[config.mk]
export PLATFORM = sky130hd
export DESIGN_NAME = pcib_top
export DESIGN_NICKNAME = d
export VERILOG_FILES = /design/src/pcib_pkg.sv /design/src/pcib_buf2.sv /design/src/pcib_top.sv
export VERILOG_INCLUDE_DIRS = /design/src
export SDC_FILE = /design/constraint.sdc
export NUM_CORES = 1
export LEC_CHECK = 0
export ABC_AREA = 1
export BUFFER_PORTS_ARGS = -buffer_cell sky130_fd_sc_hd__buf_4
export CORE_ASPECT_RATIO = 0.6
export CORE_MARGIN = 4
export CORE_UTILIZATION = 47
export DETAILED_ROUTE_END_ITERATION = 8
export PLACE_DENSITY = 0.83
export SYNTH_ARGS = -nofsm -noshare
export SYNTH_HDL_FRONTEND = slang
export SYNTH_SLANG_ARGS = --single-unit
[constraint.sdc]
create_clock -name sys_clk -period 5.8 [get_ports sys_clk]
set_input_delay 0 -clock sys_clk [delete_from_list [all_inputs] [get_ports sys_clk]]
set_output_delay 0 -clock sys_clk [all_outputs]
set_load 0.02 [all_outputs]
[src/pcib_cfg.svh]
// constants for the pci bus interface: commands, decode fields, timing counts
`ifndef PCIB_CFG_SVH
`define PCIB_CFG_SVH
`define PCIB_CMD_IORD 4'h2
`define PCIB_CMD_IOWR 4'h3
`define PCIB_CMD_MEMRD 4'h6
`define PCIB_CMD_MEMWR 4'h7
`define PCIB_CMD_CFGRD 4'hA
`define PCIB_CMD_CFGWR 4'hB
`define PCIB_BE_ALL 4'h0
`define PCIB_NUM_FUNC 3'h3
`define PCIB_CFG_TYPE0 2'h0
`define PCIB_MABORT_CLKS 3'h5
`define PCIB_ADDR_LSB_FUNC 8
`endif

[src/pcib_pkg.sv]
// types for the pci bus interface
package pcib_pkg;
   typedef enum logic [2:0] {T_IDLE, T_MED, T_DATA, T_ACK, T_XFER, T_TURN} pcib_tgt_e;
   typedef enum logic [1:0] {M_IDLE, M_REQ, M_DATA, M_END} pcib_mst_e;
endpackage

[src/pcib_buf2.sv]
// small ready/valid buffer between the pci read datapath and the internal master
`timescale 1ns/1ps
`default_nettype none
module pcib_buf2 #(
   parameter int W = 32,
   parameter int DEPTH = 2
) (
   // clock and reset
   input wire logic sys_clk,
   input wire logic rst,
   // filling side
   input wire logic in_valid,
   input wire logic [W-1:0] in_data,
   output logic in_ready,
   // draining side
   output logic out_valid,
   output logic [W-1:0] out_data,
   input wire logic out_ready,
   // fill level
   output logic [$clog2(DEPTH+1)-1:0] count
);
   localparam int PW = (DEPTH > 1) ? $clog2(DEPTH) : 1;
   localparam int CW = $clog2(DEPTH+1);
   typedef struct packed {
      logic [DEPTH-1:0][W-1:0] mem;
      logic [PW-1:0] wp;
      logic [PW-1:0] rp;
      logic [CW-1:0] cnt;
   } pcib_buf_s;
   pcib_buf_s q, d;
   logic push, pop;

   // a word is only accepted while a slot is free, so nothing is overwritten
   always_comb begin
      d = q;
      push = in_valid && (q.cnt != CW'(DEPTH));
      pop = out_ready && (q.cnt != '0);
      if (push) begin
         d.mem[q.wp] = in_data;
         d.wp = (q.wp == PW'(DEPTH-1)) ? '0 : q.wp + 1'b1;
      end
      if (pop) begin
         d.rp = (q.rp == PW'(DEPTH-1)) ? '0 : q.rp + 1'b1;
      end
      d.cnt = q.cnt + CW'(push) - CW'(pop);
   end

   always_ff @(posedge sys_clk or posedge rst) begin
      if (rst) begin
         q <= '0;
      end else begin
         q <= d;
      end
   end

   assign in_ready = (q.cnt != CW'(DEPTH));
   assign out_valid = (q.cnt != '0);
   assign out_data = q.mem[q.rp];
   assign count = q.cnt;
endmodule
`default_nettype wire

[src/pcib_top.sv]
// pci target and burst master bridging the pci bus to internal slave and master buses
`include "pcib_cfg.svh"
`timescale 1ns/1ps
`default_nettype none
module pcib_top #(
   parameter logic [31:0] IO_BASE = 32'h0000_0400,
   parameter logic [31:0] IO_MASK = 32'hFFFF_FF00,
   parameter logic [31:0] FDMA_BASE = 32'h0000_0500,
   parameter logic [31:0] FDMA_MASK = 32'hFFFF_FFF0
) (
   // clock and reset
   input wire logic sys_clk,
   input wire logic rst,
   // pci address/data and command/byte enables
   input wire logic [31:0] ad_in,
   output logic [31:0] ad_out,
   output logic ad_oe_n,
   input wire logic [3:0] cbe_in,
   output logic [3:0] cbe_out,
   output logic cbe_oe_n,
   // pci initiator controls
   input wire logic frame_n_in,
   output logic frame_n_out,
   input wire logic irdy_n_in,
   output logic irdy_n_out,
   output logic mctl_oe_n,
   // pci target controls
   input wire logic trdy_n_in,
   output logic trdy_n_out,
   input wire logic devsel_n_in,
   output logic devsel_n_out,
   input wire logic stop_n_in,
   output logic stop_n_out,
   output logic tctl_oe_n,
   // pci arbitration and select
   input wire logic idsel_in,
   output logic req_n,
   output logic req_oe_n,
   input wire logic gnt_n,
   // internal slave bus
   output logic t_req,
   output logic t_write,
   output logic t_cfg,
   output logic [2:0] t_func,
   output logic [31:0] t_addr,
   output logic [3:0] t_be,
   output logic [31:0] t_wdata,
   input wire logic t_ack,
   input wire logic [31:0] t_rdata,
   // internal masters: index 0 dma, index 1 virtual registers
   input wire logic [1:0] m_req,
   input wire logic [1:0][31:0] m_addr,
   input wire logic [1:0] m_write,
   input wire logic [1:0][7:0] m_len,
   output logic [1:0] m_gnt,
   output logic [1:0] m_done,
   input wire logic [31:0] m_wdata,
   output logic m_wnext,
   output logic [31:0] m_rdata,
   output logic m_rvalid,
   input wire logic m_rready
);
   typedef struct packed {
      pcib_pkg::pcib_tgt_e ts;
      pcib_pkg::pcib_mst_e ms;
      logic fr_prev;
      logic devsel_n, trdy_n, stop_n, tctl_oe_n;
      logic [31:0] ad_out;
      logic ad_oe_n;
      logic [3:0] cbe_out;
      logic cbe_oe_n;
      logic frame_n, irdy_n, mctl_oe_n;
      logic req_n, req_oe_n;
      logic t_req, t_cfg, t_idsel, t_write;
      logic [2:0] t_func;
      logic [31:0] t_addr;
      logic [3:0] t_be;
      logic [31:0] t_wdata;
      logic [1:0] gnt;
      logic last;
      logic first;
      logic mwr;
      logic [7:0] left;
      logic [2:0] dcnt;
      logic [1:0] done;
      logic wnext;
   } pcib_top_s;

   // reset state: all enables high so every pin floats
   localparam pcib_top_s RST_VAL = '{ts: pcib_pkg::T_IDLE, ms: pcib_pkg::M_IDLE,
      fr_prev: 1'b1, devsel_n: 1'b1, trdy_n: 1'b1, stop_n: 1'b1, tctl_oe_n: 1'b1,
      ad_out: 32'h0000_0000, ad_oe_n: 1'b1, cbe_out: 4'hF, cbe_oe_n: 1'b1,
      frame_n: 1'b1, irdy_n: 1'b1, mctl_oe_n: 1'b1, req_n: 1'b1, req_oe_n: 1'b1,
      t_req: 1'b0, t_cfg: 1'b0, t_idsel: 1'b0, t_write: 1'b0, t_func: 3'h0,
      t_addr: 32'h0000_0000, t_be: 4'h0, t_wdata: 32'h0000_0000, gnt: 2'h0,
      last: 1'b0, first: 1'b0, mwr: 1'b0, left: 8'h00, dcnt: 3'h0, done: 2'h0,
      wnext: 1'b0};

   pcib_top_s q, d;
   logic addr_ph, is_io, io_hit, fast_hit, cfg_hit, claim_fast, claim_med;
   logic sel, gi, start, done_ph, push, pop, fin;
   logic buf_in_ready;
   logic [1:0] buf_cnt, cnt_next;
   logic [7:0] left_d;

   // read data path: a stalled internal reader holds words here, pci irdy waits
   pcib_buf2 #(.W(32), .DEPTH(2)) u_rbuf (
      .sys_clk(sys_clk),
      .rst(rst),
      .in_valid(push),
      .in_data(ad_in),
      .in_ready(buf_in_ready),
      .out_valid(m_rvalid),
      .out_data(m_rdata),
      .out_ready(m_rready),
      .count(buf_cnt)
   );

   always_comb begin
      d = q;
      d.fr_prev = frame_n_in;
      d.done = 2'h0;
      d.wnext = 1'b0;
      // address phase decode; never while our own master owns the bus
      addr_ph = q.fr_prev && !frame_n_in && (q.ts == pcib_pkg::T_IDLE)
         && (q.ms == pcib_pkg::M_IDLE || q.ms == pcib_pkg::M_REQ);
      is_io = (cbe_in == `PCIB_CMD_IORD) || (cbe_in == `PCIB_CMD_IOWR);
      io_hit = is_io && ((ad_in & IO_MASK) == IO_BASE);
      fast_hit = is_io && ((ad_in & FDMA_MASK) == FDMA_BASE);
      cfg_hit = ((cbe_in == `PCIB_CMD_CFGRD) || (cbe_in == `PCIB_CMD_CFGWR)) && idsel_in
         && (ad_in[1:0] == `PCIB_CFG_TYPE0)
         && (ad_in[`PCIB_ADDR_LSB_FUNC +: 3] < `PCIB_NUM_FUNC);
      claim_fast = addr_ph && fast_hit;
      claim_med = addr_ph && !fast_hit && (io_hit || cfg_hit);
      // target machine
      case (q.ts)
         pcib_pkg::T_IDLE: begin
            if (claim_fast || claim_med) begin
               d.t_addr = ad_in;
               d.t_write = cbe_in[0];
               d.t_cfg = cfg_hit;
               d.t_idsel = idsel_in;
               d.t_func = cfg_hit ? ad_in[`PCIB_ADDR_LSB_FUNC +: 3] : 3'h0;
               d.tctl_oe_n = 1'b0;
               d.trdy_n = 1'b1;
               d.stop_n = 1'b1;
               d.devsel_n = !claim_fast;
               d.ts = claim_fast ? pcib_pkg::T_DATA : pcib_pkg::T_MED;
            end
         end
         pcib_pkg::T_MED: begin
            d.devsel_n = 1'b0;
            d.ts = pcib_pkg::T_DATA;
         end
         pcib_pkg::T_DATA: begin
            if (!irdy_n_in) begin
               d.t_req = 1'b1;
               d.t_be = cbe_in;
               d.t_wdata = ad_in;
               d.ts = pcib_pkg::T_ACK;
            end
         end
         pcib_pkg::T_ACK: begin
            if (t_ack) begin
               d.t_req = 1'b0;
               d.trdy_n = 1'b0;
               d.stop_n = frame_n_in; // one data phase only: disconnect a burst
               if (!q.t_write) begin
                  d.ad_out = t_rdata;
                  d.ad_oe_n = 1'b0;
               end
               d.ts = pcib_pkg::T_XFER;
            end
         end
         pcib_pkg::T_XFER: begin
            d.trdy_n = 1'b1;
            d.ad_oe_n = 1'b1;
            if (frame_n_in) begin
               d.devsel_n = 1'b1;
               d.stop_n = 1'b1;
               d.ts = pcib_pkg::T_TURN;
            end
         end
         pcib_pkg::T_TURN: begin
            d.tctl_oe_n = 1'b1;
            d.ts = pcib_pkg::T_IDLE;
         end
         default: d.ts = pcib_pkg::T_IDLE;
      endcase
      // arbitration: alternate when both ask
      sel = (m_req == 2'b11) ? !q.last : m_req[1];
      gi = q.gnt[1];
      start = (q.ms == pcib_pkg::M_REQ) && !gnt_n && frame_n_in && irdy_n_in;
      done_ph = (q.ms == pcib_pkg::M_DATA) && !q.first && !q.irdy_n && !trdy_n_in;
      push = done_ph && !q.mwr;
      pop = m_rvalid && m_rready;
      cnt_next = buf_cnt + 2'(push) - 2'(pop);
      left_d = done_ph ? q.left - 8'h01 : q.left;
      fin = 1'b0;
      // master machine
      case (q.ms)
         pcib_pkg::M_IDLE: begin
            if ((|m_req) && q.ts == pcib_pkg::T_IDLE && !addr_ph) begin
               d.gnt = sel ? 2'b10 : 2'b01;
               d.last = sel;
               d.req_n = 1'b0;
               d.req_oe_n = 1'b0;
               d.ms = pcib_pkg::M_REQ;
            end
         end
         pcib_pkg::M_REQ: begin
            if (start) begin
               d.ad_out = m_addr[gi];
               d.ad_oe_n = 1'b0;
               d.cbe_out = m_write[gi] ? `PCIB_CMD_MEMWR : `PCIB_CMD_MEMRD;
               d.cbe_oe_n = 1'b0;
               d.frame_n = 1'b0;
               d.irdy_n = 1'b1;
               d.mctl_oe_n = 1'b0;
               d.req_n = 1'b1;
               d.mwr = m_write[gi];
               d.left = (m_len[gi] == 8'h00) ? 8'h01 : m_len[gi];
               d.first = 1'b1;
               d.dcnt = 3'h0;
               d.ms = pcib_pkg::M_DATA;
            end
         end
         pcib_pkg::M_DATA: begin
            d.first = 1'b0;
            d.dcnt = devsel_n_in ? q.dcnt + 3'h1 : q.dcnt;
            // load the next word whenever one leaves, burst of dwords
            if (q.first || (done_ph && q.left > 8'h01)) begin
               d.cbe_out = `PCIB_BE_ALL;
               if (q.mwr) begin
                  d.ad_out = m_wdata;
                  d.wnext = 1'b1;
               end else begin
                  d.ad_oe_n = 1'b1; // read turnaround
               end
            end
            if (done_ph && (q.left == 8'h01 || !stop_n_in)) begin
               fin = 1'b1;
            end else if (!devsel_n_in && !stop_n_in && trdy_n_in && !q.first) begin
               fin = 1'b1; // retry or disconnect without data
            end else if (devsel_n_in && q.dcnt == `PCIB_MABORT_CLKS) begin
               fin = 1'b1; // master abort: nobody claimed
            end
            if (fin) begin
               d.frame_n = 1'b1;
               d.irdy_n = 1'b1;
               d.ms = pcib_pkg::M_END;
            end else begin
               // read wait states keep a free buffer slot for the next word
               d.irdy_n = !(q.mwr || cnt_next < 2'h2);
               d.frame_n = (!q.first && q.frame_n) || (!d.irdy_n && left_d == 8'h01);
            end
            d.left = left_d;
         end
         pcib_pkg::M_END: begin
            d.mctl_oe_n = 1'b1;
            d.ad_oe_n = 1'b1;
            d.cbe_oe_n = 1'b1;
            d.done = q.gnt;
            d.gnt = 2'h0;
            d.ms = pcib_pkg::M_IDLE;
         end
         default: d.ms = pcib_pkg::M_IDLE;
      endcase
   end

   // async reset floats every pin and idles both machines
   always_ff @(posedge sys_clk or posedge rst) begin
      if (rst) begin
         q <= RST_VAL;
      end else begin
         q <= d;
      end
   end

   assign ad_out = q.ad_out;
   assign ad_oe_n = q.ad_oe_n;
   assign cbe_out = q.cbe_out;
   assign cbe_oe_n = q.cbe_oe_n;
   assign frame_n_out = q.frame_n;
   assign irdy_n_out = q.irdy_n;
   assign mctl_oe_n = q.mctl_oe_n;
   assign trdy_n_out = q.trdy_n;
   assign devsel_n_out = q.devsel_n;
   assign stop_n_out = q.stop_n;
   assign tctl_oe_n = q.tctl_oe_n;
   assign req_n = q.req_n;
   assign req_oe_n = q.req_oe_n;
   assign t_req = q.t_req;
   assign t_write = q.t_write;
   assign t_cfg = q.t_cfg;
   assign t_func = q.t_func;
   assign t_addr = q.t_addr;
   assign t_be = q.t_be;
   assign t_wdata = q.t_wdata;
   assign m_gnt = q.gnt;
   assign m_done = q.done;
   assign m_wnext = q.wnext;
endmodule
`default_nettype wire

==> impl_metrics.json <==
{
  "synth_most_common_cell": "nand2_1",
  "power_leakage_nw": 8.37,
  "layout_setup_ws_ns": 1.90,
  "finalSetupTns_ns": 0,
  "die_h_microns": 128,
  "cts_resized": 0,
  "cpMostUsedCell": "nand2_1",
  "grt_pass1_wl_mm": 56.4,
  "path_buf_inv": 4,
  "htree_levels": 1,
  "synth_top_family_by_area": "simple AND/OR/NAND/NOR gates",
  "min_from": "m_len[4]",
  "grt-ovfl-total": 0,
  "num_vias": 11013,
  "synth-compound-area-share": 0.114,
  "worstSetupEndpointType": "register",
  "clock_sinks": 212,
  "slowest_stage": "dlygate4sd3_1",
  "worstSetupStartpointType": "register",
  "post_synth_instance_area_sq_mm": 0.0113,
  "fin_hold_ws_ns": 0.0351,
  "cp_top_family": "buffers and inverters",
  "relSlewSlack": 0.192,
  "hold_viol": 0,
  "cap_violations": 0,
  "fmax_mhz": 256,
  "n_antenna_cell": 0,
  "clkLatencyLatePin_ns": 0.49,
  "synth_top_cell_by_area": "dfrtp_1",
  "synth.distinct_cells": 43,
  "cts_tree": "done",
  "grt_max_degree": 83,
  "cts_buffers": 21,
  "setup_viol": 0,
  "die_w_microns": 208,
  "antenna_found_initial": 0,
  "crit_path_start": "q[142]",
  "syn_inst": 1451,
  "synthAdderAreaFrac": 0.0111,
  "multi_input_area_sq_mm": 0.00445,
  "core_area_sq_mm": 0.0233,
  "path_class": "register to register",
  "syn_area_per_cell_sq_um": 7.76,
  "antenna_left": 0,
  "remaining_drc_errors": 0,
  "finalMaxSlewViolations": 0,
  "start_util": 0.482,
  "worst-slew-pin-transition_ns": 1.21,
  "ys_seq_area_frac": 0.473,
  "synth_common_cells": "596 x nand2_1, 198 x dfrtp_1, 115 x buf_4",
  "cp.arrival_ns": 4.33,
  "utilization": 0.662,
  "fin_nets": 2011,
  "cp.required_ns": 6.23,
  "drt_iter0_markers": 1044,
  "syn_nets": 1656,
  "worst_r2r_startpoint": "q[142]",
  "row_count": 43,
  "outcome": "finished, final reports clean",
  "path_max_fanout": 33,
  "cts_buffer_depth": 3,
  "cp_cell_sequence": "inv_1 > ha_1 > nand2_1 > nor2_4 > nand3_1 > nand2_1 > nand3_1 > inv_2 > nand2_1 > nand2_1 > dlygate4sd3_1 > nand2_1 > nand2_1 > dlygate4sd3_1",
  "place_area_sq_mm": 0.0132,
  "area_delta_synth_final_pct": 37.2,
  "grt_usage": 0.257,
  "synth_flop_cell": "dfrtp_1",
  "regArea_sq_mm": 0.00532,
  "synth_area_leaders": "dfrtp_1 44%, nand2_1 20%, buf_4 7.7%, o21ai_0 3.6%, dfstp_2 3.3%",
  "fin_area_sq_mm": 0.0154,
  "via_per_inst": 5.16,
  "clockRootBuffer": "clkbuf_16",
  "die_area_sq_mm": 0.0266,
  "drt_pass1_iterations": 5,
  "ys_warn_count": 0,
  "hold_class": "input pin to register",
  "fin_skew_ns": 0.0173,
  "pre_cts_slack_ns": 2.82,
  "fin_crit_ns": 3.90,
  "rsz0062_at_grt": "no",
  "pin_count": 354,
  "wl_mm": 35.7,
  "fillerInstances": 1837,
  "async_reset_ff_frac": 1.00,
  "cts_hold_buf": 147,
  "cts_setup_buffers": 0,
  "path_clk_slew_ns": 0.07,
  "yosys.area_share.simple": 0.261,
  "max_stage_delay_ns": 0.55,
  "grt_pass1_vias": 10758,
  "io_buffer_count": 353,
  "peakVddDrop_uv": 311,
  "synth_edf_count": 0,
  "synth_seq_cells": 212,
  "final_layout_size_suffix_gt1_frac": 0.259,
  "wl_per_cell_microns": 16.7,
  "synth_top_cell_area_share": 0.440,
  "post-route-period-util": 0.673,
  "pwr_density_cell_mw_per_mm2": 396,
  "post-dp-hpwl_mm": 23.7,
  "place_congestion": 0.895,
  "synth_mux_area_frac": 0.00378,
  "synthXorXnorAreaFrac": 0.00467
}
==> area by class of cell <==
| cell class | count | share of cell area |
|---|---|---|
| clock buffers | 26 | 0.0372 |
| clock inverters | 11 | 0.0104 |
| inverters | 94 | 0.0233 |
| multi-input cells | 968 | 0.288 |
| flip-flops and latches | 212 | 0.345 |
| well taps | 315 | 0.0255 |
| repair buffers | 509 | 0.271 |
==> worst reg2reg max path, cell delays in order, from the launching register on <==
cell,delay [ns]
dfrtp_1,0.41
inv_1,0.11
ha_1,0.48
nand2_1,0.17
nor2_4,0.26
nand3_1,0.17
nand2_1,0.13
nand3_1,0.09
inv_2,0.50
nand2_1,0.17
nand2_1,0.11
dlygate4sd3_1,0.55
nand2_1,0.06
nand2_1,0.07
dlygate4sd3_1,0.54
==> cell families (layout without fill, tap and decap cells) <==
logic type,count (synthesis),count (layout)
AND/OR/NAND/NOR,726,726
buffers and inverters,271,640
AO/OA/AOI/OAI,222,222
flip-flops,212,212
adder cells (fa/ha/maj),10,10
XOR/XNOR,6,6
multiplexers,4,4
==> placed cells by master, fill, tap and decap left out, types with 14 or more instances in the layout <==
master	n
nand2_1	595
buf_4	362
dfrtp_1	198
dlygate4sd3_1	147
inv_1	84
o21ai_0	80
o21ai_1	70
nor2_1	45
o211ai_1	36
or2_2	34
nand3_1	24
clkbuf_16	21
a21oi_1	15
dfstp_2	14
==> state kept, by name (all words and copies together), names as in the netlist, 2 cells and up <==
signal and count:
u_rbuf.q 66, ad_out 32, t_addr 32, t_wdata 32, q 20, t_be 4
cbe_out 3, t_func 3, m_done 2, m_gnt 2, u_rbuf.count 2
==> metal layers <==
metal	GRT usage	wire, microns	vias up	part of all wire
li1	-	-	5191	-
met3	0.0509	2910	75	0.081
met5	0	0	-	0
met4	0.0664	873	0	0.024
met1	0.356	15300	5224	0.43
met2	0.420	16700	523	0.47
==> report_power, final <==
group / internal [mW] / leakage, nW / switching (mW)
Sequential: 1.84 / 2.84 / 0.232
Combinational: 1.02 / 5.17 / 1.55
Clock: 0.882 / 0.359 / 0.585
Total: 3.75 / 8.37 / 2.37
==> final timing paths <==
check	to	slack, ns	depth (start not counted)
worst max-delay path	ad_out[8]	1.90	14
worst min-delay path	q[10]	0.04	5
worst max register to register	ad_out[8]	1.90	14
worst min register to register	stop_n_out	0.46	2
max in group asynchronous	u_rbuf.q[38]	4.29	4
min in group asynchronous	t_wdata[30]	0.09	3
==> per-stage QoR <==
stage                     std cells  power, mW
final                          2135       6.12
after global routing           2135       6.47
after CTS                      2135       6.08
after detailed placement       1951       4.39
after global placement         1951       4.33
after floorplan                1451       3.75
Power figures use the tool's default switching activity.
